**src/rtl/ssoc_pkg.sv**
```systemverilog
// Shared constants, states and carriers of the select and output block
// Assumes one clock for the pins, the array port and the register bus
package ssoc_pkg;

  localparam int ADDR_W = 17;
  localparam int DATA_W = 36;
  localparam int BYTES = 4;
  localparam int FIFO_DEPTH = 32;

  ////////////////////////////////////////////////////////////////////////////
  // Register map, byte addresses on the bus
  localparam logic [3:0] OFS_CTRL = 4'h0;
  localparam logic [3:0] OFS_STATUS = 4'h4;
  localparam logic [3:0] OFS_LOADS = 4'h8;

  // Control fields
  localparam int CTRL_WREN_BIT = 0;
  localparam logic CTRL_WREN_RST = 1'b1;

  // Status fields
  localparam int STAT_STATE_LSB = 0;
  localparam int STAT_IDX_LSB = 2;
  localparam int STAT_DRIVE_BIT = 4;
  localparam int STAT_OVF_BIT = 5;
  localparam int STAT_FIFO_RDY_BIT = 6;

  ////////////////////////////////////////////////////////////////////////////
  // Gray coded along idle, burst, deselect
  typedef enum logic [1:0] {
    ST_IDLE = 2'h0,
    ST_BURST = 2'h1,
    ST_DESEL = 2'h3
  } ssoc_state_e;

  typedef struct packed {
    logic valid;
    logic write;
    logic [ADDR_W-1:0] addr;
    logic [BYTES-1:0] be;
  } ssoc_op_s;

  typedef struct packed {
    logic [ADDR_W-1:0] addr;
    logic [BYTES-1:0] be;
    logic [DATA_W-1:0] data;
  } ssoc_wr_s;

endpackage

```
**src/rtl/ssoc_ctrl.sv**
```systemverilog
// Select, pipeline, burst order and output control of a synchronous SRAM
// Assumes the array port answers a read in the cycle after its request
//
// What this block does
// RULE1 - Selected only when both low enables low
// RULE2 - Disabled enable on load starts deselect
// RULE3 - Bus floats two cycles after deselect
// RULE4 - High enable acts alike, opposite polarity
// RULE5 - All timing on rising edge, except output enable
// RULE6 - Write and read data registered on edge
// RULE7 - Order select high interleaves, low linear
// RULE8 - Controller keeps order select static
// RULE9 - Read data shown only with output enable low
// RULE10 - Output enable high floats bus at once
// RULE11 - Direction managed inside; enable may stay low
// RULE12 - Load takes address; advance steps counter
// RULE13 - Data moves two cycles after load
// RULE14 - Clock enable high freezes everything
// RULE15 - Four beats, xor or add, then wrap
// RULE16 - Deselect stops burst; advances are no-ops
`timescale 1ns/1ns
`default_nettype none
module ssoc_ctrl #(
  parameter int FIFO_DEPTH = ssoc_pkg::FIFO_DEPTH
) (
  input wire logic clock,
  input wire logic rst_n,
  input wire logic clock_enable_n,
  input wire logic select_low_a,
  input wire logic select_low_b,
  input wire logic select_high,
  input wire logic advance_or_load,
  input wire logic read_write_sel,
  input wire logic [ssoc_pkg::BYTES-1:0] byte_write_n,
  input wire logic [ssoc_pkg::ADDR_W-1:0] address,
  input wire logic burst_order_sel,
  input wire logic output_enable_n,
  input wire logic [ssoc_pkg::DATA_W-1:0] dataIn,
  output logic [ssoc_pkg::DATA_W-1:0] dataOut,
  output logic dataOe,
  output logic arrRdEn,
  output logic [ssoc_pkg::ADDR_W-1:0] arrRdAddr,
  input wire logic [ssoc_pkg::DATA_W-1:0] arrRdData,
  output logic arrWrValid,
  input wire logic arrWrReady,
  output ssoc_pkg::ssoc_wr_s arrWr,
  output logic writeFifoReady,
  input wire logic [3:0] avs_address,
  input wire logic avs_read,
  input wire logic avs_write,
  input wire logic [31:0] avs_writedata,
  input wire logic [3:0] avs_byteenable,
  output logic [31:0] avs_readdata,
  output logic avs_waitrequest
);

  ////////////////////////////////////////////////////////////////////////////
  // Pin decode

  ssoc_pkg::ssoc_state_e stQ;
  ssoc_pkg::ssoc_state_e stD;
  ssoc_pkg::ssoc_op_s opQ;
  ssoc_pkg::ssoc_op_s opD;
  ssoc_pkg::ssoc_op_s pipeQ;
  ssoc_pkg::ssoc_wr_s pushData;
  logic [ssoc_pkg::ADDR_W-1:0] baseQ;
  logic [1:0] idxQ;
  logic [1:0] idxD;
  logic [1:0] baseLow;
  logic [1:0] beatLow;
  logic dirWriteQ;
  logic driveQ;
  logic [ssoc_pkg::DATA_W-1:0] dataOutQ;
  logic wrEnQ;
  logic ovfQ;
  logic [31:0] loadsQ;
  logic waitQ;
  logic [31:0] rdDataQ;
  logic fifoInReady;

  // Low clock enable runs the block; high freezes every register
  wire en = ~clock_enable_n; // RULE14 RULE5
  wire selNow = ~select_low_a & ~select_low_b & select_high; // RULE1 RULE4
  wire loadCyc = ~advance_or_load;
  wire startOp = en & loadCyc & selNow; // RULE12
  wire deselect = en & loadCyc & ~selNow; // RULE2
  wire inBurst = (stQ == ssoc_pkg::ST_BURST);
  wire advOp = en & advance_or_load & inBurst; // RULE12
  wire noOp = en & advance_or_load & ~inBurst; // RULE16

  ////////////////////////////////////////////////////////////////////////////
  // Burst state

  always_comb begin
    stD = stQ;
    case (stQ)
      ssoc_pkg::ST_IDLE: begin
        if (startOp) begin
          stD = ssoc_pkg::ST_BURST;
        end
      end
      ssoc_pkg::ST_BURST: begin
        if (deselect) begin
          stD = ssoc_pkg::ST_DESEL; // RULE16
        end
      end
      ssoc_pkg::ST_DESEL: begin
        if (startOp) begin
          stD = ssoc_pkg::ST_BURST;
        end else if (noOp) begin
          stD = ssoc_pkg::ST_IDLE;
        end
      end
      default: begin
        stD = ssoc_pkg::ST_IDLE;
      end
    endcase
  end

  // A load restarts the count; an advance steps it, wrapping past four
  assign idxD = startOp ? 2'h0 : 2'(idxQ + 2'h1); // RULE15
  assign baseLow = startOp ? address[1:0] : baseQ[1:0];

  // Order select is read live; the controller must not move it
  ssoc_burst u_burst (
    .base(baseLow),
    .step(idxD),
    .interleave(burst_order_sel), // RULE8
    .low(beatLow)
  );

  // The external address is ignored while advancing
  always_comb begin
    opD.valid = startOp | advOp;
    opD.write = startOp ? ~read_write_sel : dirWriteQ;
    opD.addr = startOp ? address : baseQ; // RULE12
    opD.addr[1:0] = beatLow; // RULE7 RULE15
    opD.be = ~byte_write_n;
  end

  always_ff @(posedge clock or negedge rst_n) begin
    if (!rst_n) begin
      stQ <= ssoc_pkg::ST_IDLE;
      baseQ <= '0;
      idxQ <= 2'h0;
      dirWriteQ <= 1'b0;
    end else if (en) begin
      stQ <= stD;
      if (startOp) begin
        baseQ <= address;
        dirWriteQ <= ~read_write_sel;
      end
      if (startOp | advOp) begin
        idxQ <= idxD;
      end
    end
  end

  ////////////////////////////////////////////////////////////////////////////
  // Two stage data pipeline

  // Stage one issues the array read at once, stage two moves data
  always_ff @(posedge clock or negedge rst_n) begin
    if (!rst_n) begin
      opQ <= '0;
      pipeQ <= '0;
      arrRdEn <= 1'b0;
      arrRdAddr <= '0;
    end else if (en) begin
      opQ <= opD; // RULE13
      pipeQ <= opQ; // RULE13
      arrRdEn <= opD.valid & ~opD.write;
      arrRdAddr <= opD.addr;
    end
  end

  // Drive only for reads; a write loaded right after a read has its data sampled while that read still drives
  wire rdBeat = pipeQ.valid & ~pipeQ.write; // RULE11
  wire wrBeat = pipeQ.valid & pipeQ.write;

  always_ff @(posedge clock or negedge rst_n) begin
    if (!rst_n) begin
      driveQ <= 1'b0;
      dataOutQ <= '0;
    end else if (en) begin
      driveQ <= rdBeat; // RULE3 RULE16
      if (rdBeat) begin
        dataOutQ <= arrRdData; // RULE6
      end
    end
  end

  assign dataOut = dataOutQ;
  // Output enable bypasses the clock so it can float the bus any time
  assign dataOe = driveQ & ~output_enable_n; // RULE9 RULE10

  ////////////////////////////////////////////////////////////////////////////
  // Write buffer; a full buffer drops the beat and flags overflow

  wire pushReq = en & wrBeat & wrEnQ;
  wire overflow = pushReq & ~fifoInReady;

  always_comb begin
    pushData.addr = pipeQ.addr;
    pushData.be = pipeQ.be;
    pushData.data = dataIn; // RULE6
  end

  ssoc_fifo #(
    .W($bits(ssoc_pkg::ssoc_wr_s)),
    .DEPTH(FIFO_DEPTH)
  ) u_fifo (
    .clock(clock),
    .rst_n(rst_n),
    .en(en),
    .inValid(pushReq),
    .inReady(fifoInReady),
    .inData(pushData),
    .outValid(arrWrValid),
    .outReady(arrWrReady),
    .outData(arrWr)
  );

  assign writeFifoReady = fifoInReady;

  ////////////////////////////////////////////////////////////////////////////
  // Register bus, one wait state per access

  wire req = avs_read | avs_write;
  wire done = en & req & ~waitQ;
  wire ofsCtrl = (avs_address == ssoc_pkg::OFS_CTRL);
  wire ofsStat = (avs_address == ssoc_pkg::OFS_STATUS);
  wire ofsLoads = (avs_address == ssoc_pkg::OFS_LOADS);
  wire wrCtrl = done & avs_write & ofsCtrl & avs_byteenable[0];
  wire wrStat = done & avs_write & ofsStat & avs_byteenable[0];
  wire ovfClr = wrStat & avs_writedata[ssoc_pkg::STAT_OVF_BIT];

  logic [31:0] ctrlWord;
  logic [31:0] statWord;
  logic [31:0] rdMux;

  always_comb begin
    ctrlWord = '0;
    ctrlWord[ssoc_pkg::CTRL_WREN_BIT] = wrEnQ;
    statWord = '0;
    statWord[ssoc_pkg::STAT_STATE_LSB +: 2] = stQ;
    statWord[ssoc_pkg::STAT_IDX_LSB +: 2] = idxQ;
    statWord[ssoc_pkg::STAT_DRIVE_BIT] = driveQ;
    statWord[ssoc_pkg::STAT_OVF_BIT] = ovfQ;
    statWord[ssoc_pkg::STAT_FIFO_RDY_BIT] = fifoInReady;
  end

  // Unmapped offsets read zero and ignore writes
  assign rdMux = ofsCtrl ? ctrlWord :
                 ofsStat ? statWord :
                 ofsLoads ? loadsQ : 32'h0000_0000;

  always_ff @(posedge clock or negedge rst_n) begin
    if (!rst_n) begin
      waitQ <= 1'b1;
      rdDataQ <= '0;
    end else if (en) begin
      waitQ <= ~(req & waitQ);
      if (req & waitQ) begin
        rdDataQ <= rdMux;
      end
    end
  end

  // Overflow set wins over a clear in the same cycle
  always_ff @(posedge clock or negedge rst_n) begin
    if (!rst_n) begin
      wrEnQ <= ssoc_pkg::CTRL_WREN_RST;
      ovfQ <= 1'b0;
      loadsQ <= '0;
    end else if (en) begin
      if (wrCtrl) begin
        wrEnQ <= avs_writedata[ssoc_pkg::CTRL_WREN_BIT];
      end
      if (overflow) begin
        ovfQ <= 1'b1;
      end else if (ovfClr) begin
        ovfQ <= 1'b0;
      end
      if (startOp) begin
        loadsQ <= loadsQ + 32'h0000_0001;
      end
    end
  end

  assign avs_waitrequest = waitQ;
  assign avs_readdata = rdDataQ;
endmodule // ssoc_ctrl
`default_nettype wire

```
**src/rtl/ssoc_burst.sv**
```systemverilog
// Low address bits of one burst beat
// Assumes the step count is kept by the caller
`timescale 1ns/1ns
`default_nettype none
module ssoc_burst (
  input wire logic [1:0] base,
  input wire logic [1:0] step,
  input wire logic interleave,
  output logic [1:0] low
);

  // Interleave flips bits, linear adds and wraps at four
  assign low = interleave ? (base ^ step) : 2'(base + step); // RULE7 RULE15

endmodule // ssoc_burst
`default_nettype wire

```
**src/rtl/ssoc_fifo.sv**
```systemverilog
// Write buffer between the data pins and the array port
// Assumes DEPTH is a power of two; all state stalls while en is low
`timescale 1ns/1ns
`default_nettype none
module ssoc_fifo #(
  parameter int W = 8,
  parameter int DEPTH = 32
) (
  input wire logic clock,
  input wire logic rst_n,
  input wire logic en,
  input wire logic inValid,
  output logic inReady,
  input wire logic [W-1:0] inData,
  output logic outValid,
  input wire logic outReady,
  output logic [W-1:0] outData
);

  localparam int PW = $clog2(DEPTH);

  logic [W-1:0] mem [DEPTH];
  logic [PW-1:0] wrPtrQ;
  logic [PW-1:0] rdPtrQ;
  logic [PW:0] cntQ;
  logic [PW:0] cntD;

  wire push = en & inValid & inReady;
  wire pop = en & outValid & outReady;

  assign cntD = cntQ + (PW+1)'(push) - (PW+1)'(pop);
  assign outValid = (cntQ != '0);
  assign outData = mem[rdPtrQ];

  ////////////////////////////////////////////////////////////////////////////
  always_ff @(posedge clock) begin
    if (push) begin
      mem[wrPtrQ] <= inData;
    end
  end

  // Ready is registered so the source sees a clean full flag
  always_ff @(posedge clock or negedge rst_n) begin
    if (!rst_n) begin
      wrPtrQ <= '0;
      rdPtrQ <= '0;
      cntQ <= '0;
      inReady <= 1'b1;
    end else begin
      if (push) begin
        wrPtrQ <= wrPtrQ + 1'b1;
      end
      if (pop) begin
        rdPtrQ <= rdPtrQ + 1'b1;
      end
      cntQ <= cntD;
      inReady <= (cntD != (PW+1)'(DEPTH));
    end
  end

endmodule // ssoc_fifo
`default_nettype wire

```
**config.mk**
```make
export PLATFORM = sky130hd
export DESIGN_NAME = ssoc_ctrl
export DESIGN_NICKNAME = d
export VERILOG_FILES = /design/src/rtl/ssoc_pkg.sv /design/src/rtl/ssoc_ctrl.sv /design/src/rtl/ssoc_burst.sv /design/src/rtl/ssoc_fifo.sv
export SDC_FILE = /design/constraint.sdc
export NUM_CORES = 2
export LEC_CHECK = 0
export ABC_AREA = 1
export BUFFER_PORTS_ARGS = -buffer_cell sky130_fd_sc_hd__buf_2
export CAP_MARGIN = 20
export CELL_PAD_IN_SITES_DETAIL_PLACEMENT = 0
export CELL_PAD_IN_SITES_GLOBAL_PLACEMENT = 2
export CORE_MARGIN = 5
export CORE_UTILIZATION = 34
export DETAILED_ROUTE_END_ITERATION = 10
export PLACE_DENSITY = 0.78
export SLEW_MARGIN = 25
export SYNTH_ARGS = -nofsm -noshare
export SYNTH_HDL_FRONTEND = slang
export SYNTH_SLANG_ARGS = --single-unit
export TNS_END_PERCENT = 1
```
**constraint.sdc**
```tcl
create_clock -name clock -period 6.5 [get_ports clock]
set_clock_uncertainty 0.1 [all_clocks]
set_input_delay 0.65 -clock clock [delete_from_list [all_inputs] [get_ports clock]]
set_output_delay 0.65 -clock clock [all_outputs]
set_load 0.01 [all_outputs]
```
==> flow_summary.yaml <==
outcome:
  status: "completed"
finish:
  area_delta_synth_final_pct: 14.9
  drive_above_1_share: 0.0902
  layout_commonest_cell: "nand2_1"
  num-nets-final: 9003
  fin_cells: 12400
  final_cell_mix: "nand2_1, edfxtp_1, inv_1"
  final_area_um2: 99200
routing:
  post-route-drc-count: 0
  viasPerCell: 4.66
  drt_first_pass_iters: 5
  routedWlPerCell_um: 19.9
  vias: 57800
  totalWireLength_um: 247000
  first_iter_violations: 4438
  antenna_left: 0
clocking:
  cts_setup_buffers: 0
  cts_buffer_depth: 3
  tritoncts: "yes"
  cts-root-buf: "clkbuf_16"
  clk_latency_ps: 860
  clock_sinks: 1998
  clkTransAtPathRegs_ps: 60
  cts_buffers: 217
  cts_max_level: 4
yosys:
  synth_compound_area_frac: 0.0107
  avgSynthCellArea_um2: 10.1
  synthArstFlopShare: 0.0871
  synth_area_leaders: "edfxtp_1, nand2_1, inv_1"
  syn-num-nets: 8756
  ys_types: 38
  seq_area_frac_synth: 0.685
  synthAdderAreaFrac: 0.00240
  ys_warn_count: 0
  synth_xor_area_frac: 0.00274
  synth_top_area_share: 0.634
  synth_edf_count: 1824
  synth_seq_cells: 1998
  synthCells: 8594
  muxShareOfSynthArea: 0.00469
  syn_area_um2: 86400
  synth-simple-area-share: 0.213
  ys.flop_type: "edfxtp_1"
  synth_top_family_by_area: "simple AND/OR/NAND/NOR gates"
  yosysTopAreaCell: "edfxtp_1"
power:
  power_density_nw_per_um2: 403
  vdd_drop_max_mv: 0.425
  leakagePower_nw: 42.4
grt:
  grt-ovfl-total: 0
  grt_max_degree: 193
  antenna_found_initial: 12
  grt_pass1_vias: 56500
  grtUsageTotal: 0.184
  grt_pass1_wl_um: 367000
critical_path:
  regToRegSetupSlack_ps: 2550
  crit_required_ps: 5750
  crit_type: "reg2out"
  crit_fanout: 59
  rr_worst_depth: 7
  r2r_start: "wrEnQ"
  crit_arrival_ps: 4680
  setup.worst_path.end_class: "output port"
  r2r_end: "u_fifo.mem[12][27]"
  startpoint_type: "flip-flop"
placed_design:
  dp_slack_ps: 1860
  place_area_um2: 91500
  dp_hpwl_um: 128000
  place.gp.congestion: 0.761
  placedCellCount: 11900
  io_buffer_count: 259
floorplan:
  core_area_um2: 253000
  fp.dieW_um: 514
  fp-row-count: 185
  start_util: 0.341
  dieHeight_um: 514
  io-pin-count: 293
  die-area_um2: 264000
timing:
  clock.fmax_mhz: 184
  hold_violations: 0
  tightest_slew_ps: 1130
  drv_slew: 0
  finalCritPeriodShare: 0.835
  setup_viol: 0
  setup_slack_ps: 1070
  rsz0062_at_grt: "false"
  relSlewSlack: 0.247
  worst_hold_slack_ps: 88.4
  finalSetupTns_ps: 0
  post-route-min-period_ps: 5430
job:
  maxCapViolCount: 0
worst_hold_path:
  hold_path_startpoint: "avs_byteenable[0]"
  min-delay-path-class: "in2reg"
  holdPathStages: 4
  hold_path_end: "wrEnQ"
-- power by group --
part	switching, mW	internal (mW)
combinational	8.95	3.63
sequential	0.617	14.5
clock	5.25	6.97
total	14.8	25.1
-- timing repair --
| action | 4_1_cts | 5_1_grt |
|---|---|---|
| resized for setup | 0 | 0 |
| hold buffers | 61 | 0 |
| endpoints found under the hold margin | 151 | 0 |
-- final cells by class --
| cell class | instances | area (µm²) |
|---|---|---|
| Sequential cell | 1998 | 59200 |
| Multi-Input combinational cell | 4822 | 20400 |
| Fill cell | 24400 | 154000 |
| Tap cell | 3366 | 4210 |
| Antenna cell | 4 | 10.0 |
| Clock inverter | 113 | 1210 |
| Timing Repair Buffer | 444 | 3250 |
| Inverter | 1358 | 5130 |
| Clock buffer | 287 | 5870 |
-- worst max-delay path by stage --
stage / from / to / depth (start not counted) / slack (ps)
2_1_floorplan: clock_enable_n / u_fifo.mem[31][0] / 8 / 410
3_3_place_gp: clock_enable_n / u_fifo.mem[12][34] / 9 / 1880
3_5_place_dp: clock_enable_n / u_fifo.mem[12][34] / 9 / 1860
6_report: u_fifo.rdPtrQ[1] / arrWr[47] / 9 / 1070
5_1_grt: u_fifo.rdPtrQ[1] / arrWr[47] / 9 / 880
4_1_cts: u_fifo.rdPtrQ[1] / arrWr[47] / 9 / 1000
-- critical path, cell delays in order, from the launching register on --
cell and delay [ps]:
dfrtp_4 870, buf_4 790, buf_4 800, nand3_1 180
nand2_1 110, nand2_1 60, nand3_1 110, nor2_1 50
nor2_1 530, buf_2 260
-- flip-flops by register name, summed over array words and instances, names as in the netlist --
register         flops
stQ                  2
u_fifo.cntQ          6
opQ                  8
avs_waitrequest      1
u_fifo.wrPtrQ        5
ovfQ                 1
arrRdEn              1
u_fifo.inReady       1
u_fifo.rdPtrQ        5
idxQ                 2
avs_readdata        32
u_fifo.mem        1824
wrEnQ                1
pipeQ               23
driveQ               1
loadsQ              32
dataOut             36
baseQ               17
-- metrics by stage --
step / util / power [mW]
2_1_floorplan: - / 23.5
4_1_cts: 0.391 / 40.5
6_report: 0.392 / 40.0
3_3_place_gp: 0.361 / 28.1
5_1_grt: 0.392 / 42.4
3_5_place_dp: 0.361 / 28.2
-- kinds of logic (layout without fill, tap and decap cells) --
group | after synthesis | count (layout)
AO/OA/AOI/OAI | 181 | 181
XOR/XNOR | 27 | 27
adder cells (fa/ha/maj) | 16 | 16
buffers and inverters | 1774 | 2202
flip-flops | 1998 | 1998
multiplexers | 36 | 36
other | 0 | 4
AND/OR/NAND/NOR | 4562 | 4562
-- layer usage --
metal	track usage	wire length, µm	vias to the layer above
met4	0.0429	5260	0
li1	-	-	27800
met2	0.307	116000	1495
met1	0.252	112000	28100
met3	0.0309	14100	325
met5	0	0	-
-- Yosys cell counts (2+ instances only) --
master	number
dfrtp_1	171
nor2_1	539
clkinv_1	2
inv_1	1351
xor2_1	25
o21bai_1	2
clkbuf_1	114
inv_2	4
or2_2	16
o21ai_1	54
buf_1	68
xnor2_1	2
nand3_1	917
o21ai_0	117
nor3_1	12
o31ai_1	2
buf_2	193
a21oi_1	2
buf_6	6
nand4_1	11
nor2_2	4
edfxtp_1	1824
ha_1	15
nand2_1	3058
dfstp_2	3
buf_4	35
mux2_2	36
(Power assumes the default switching activity.)
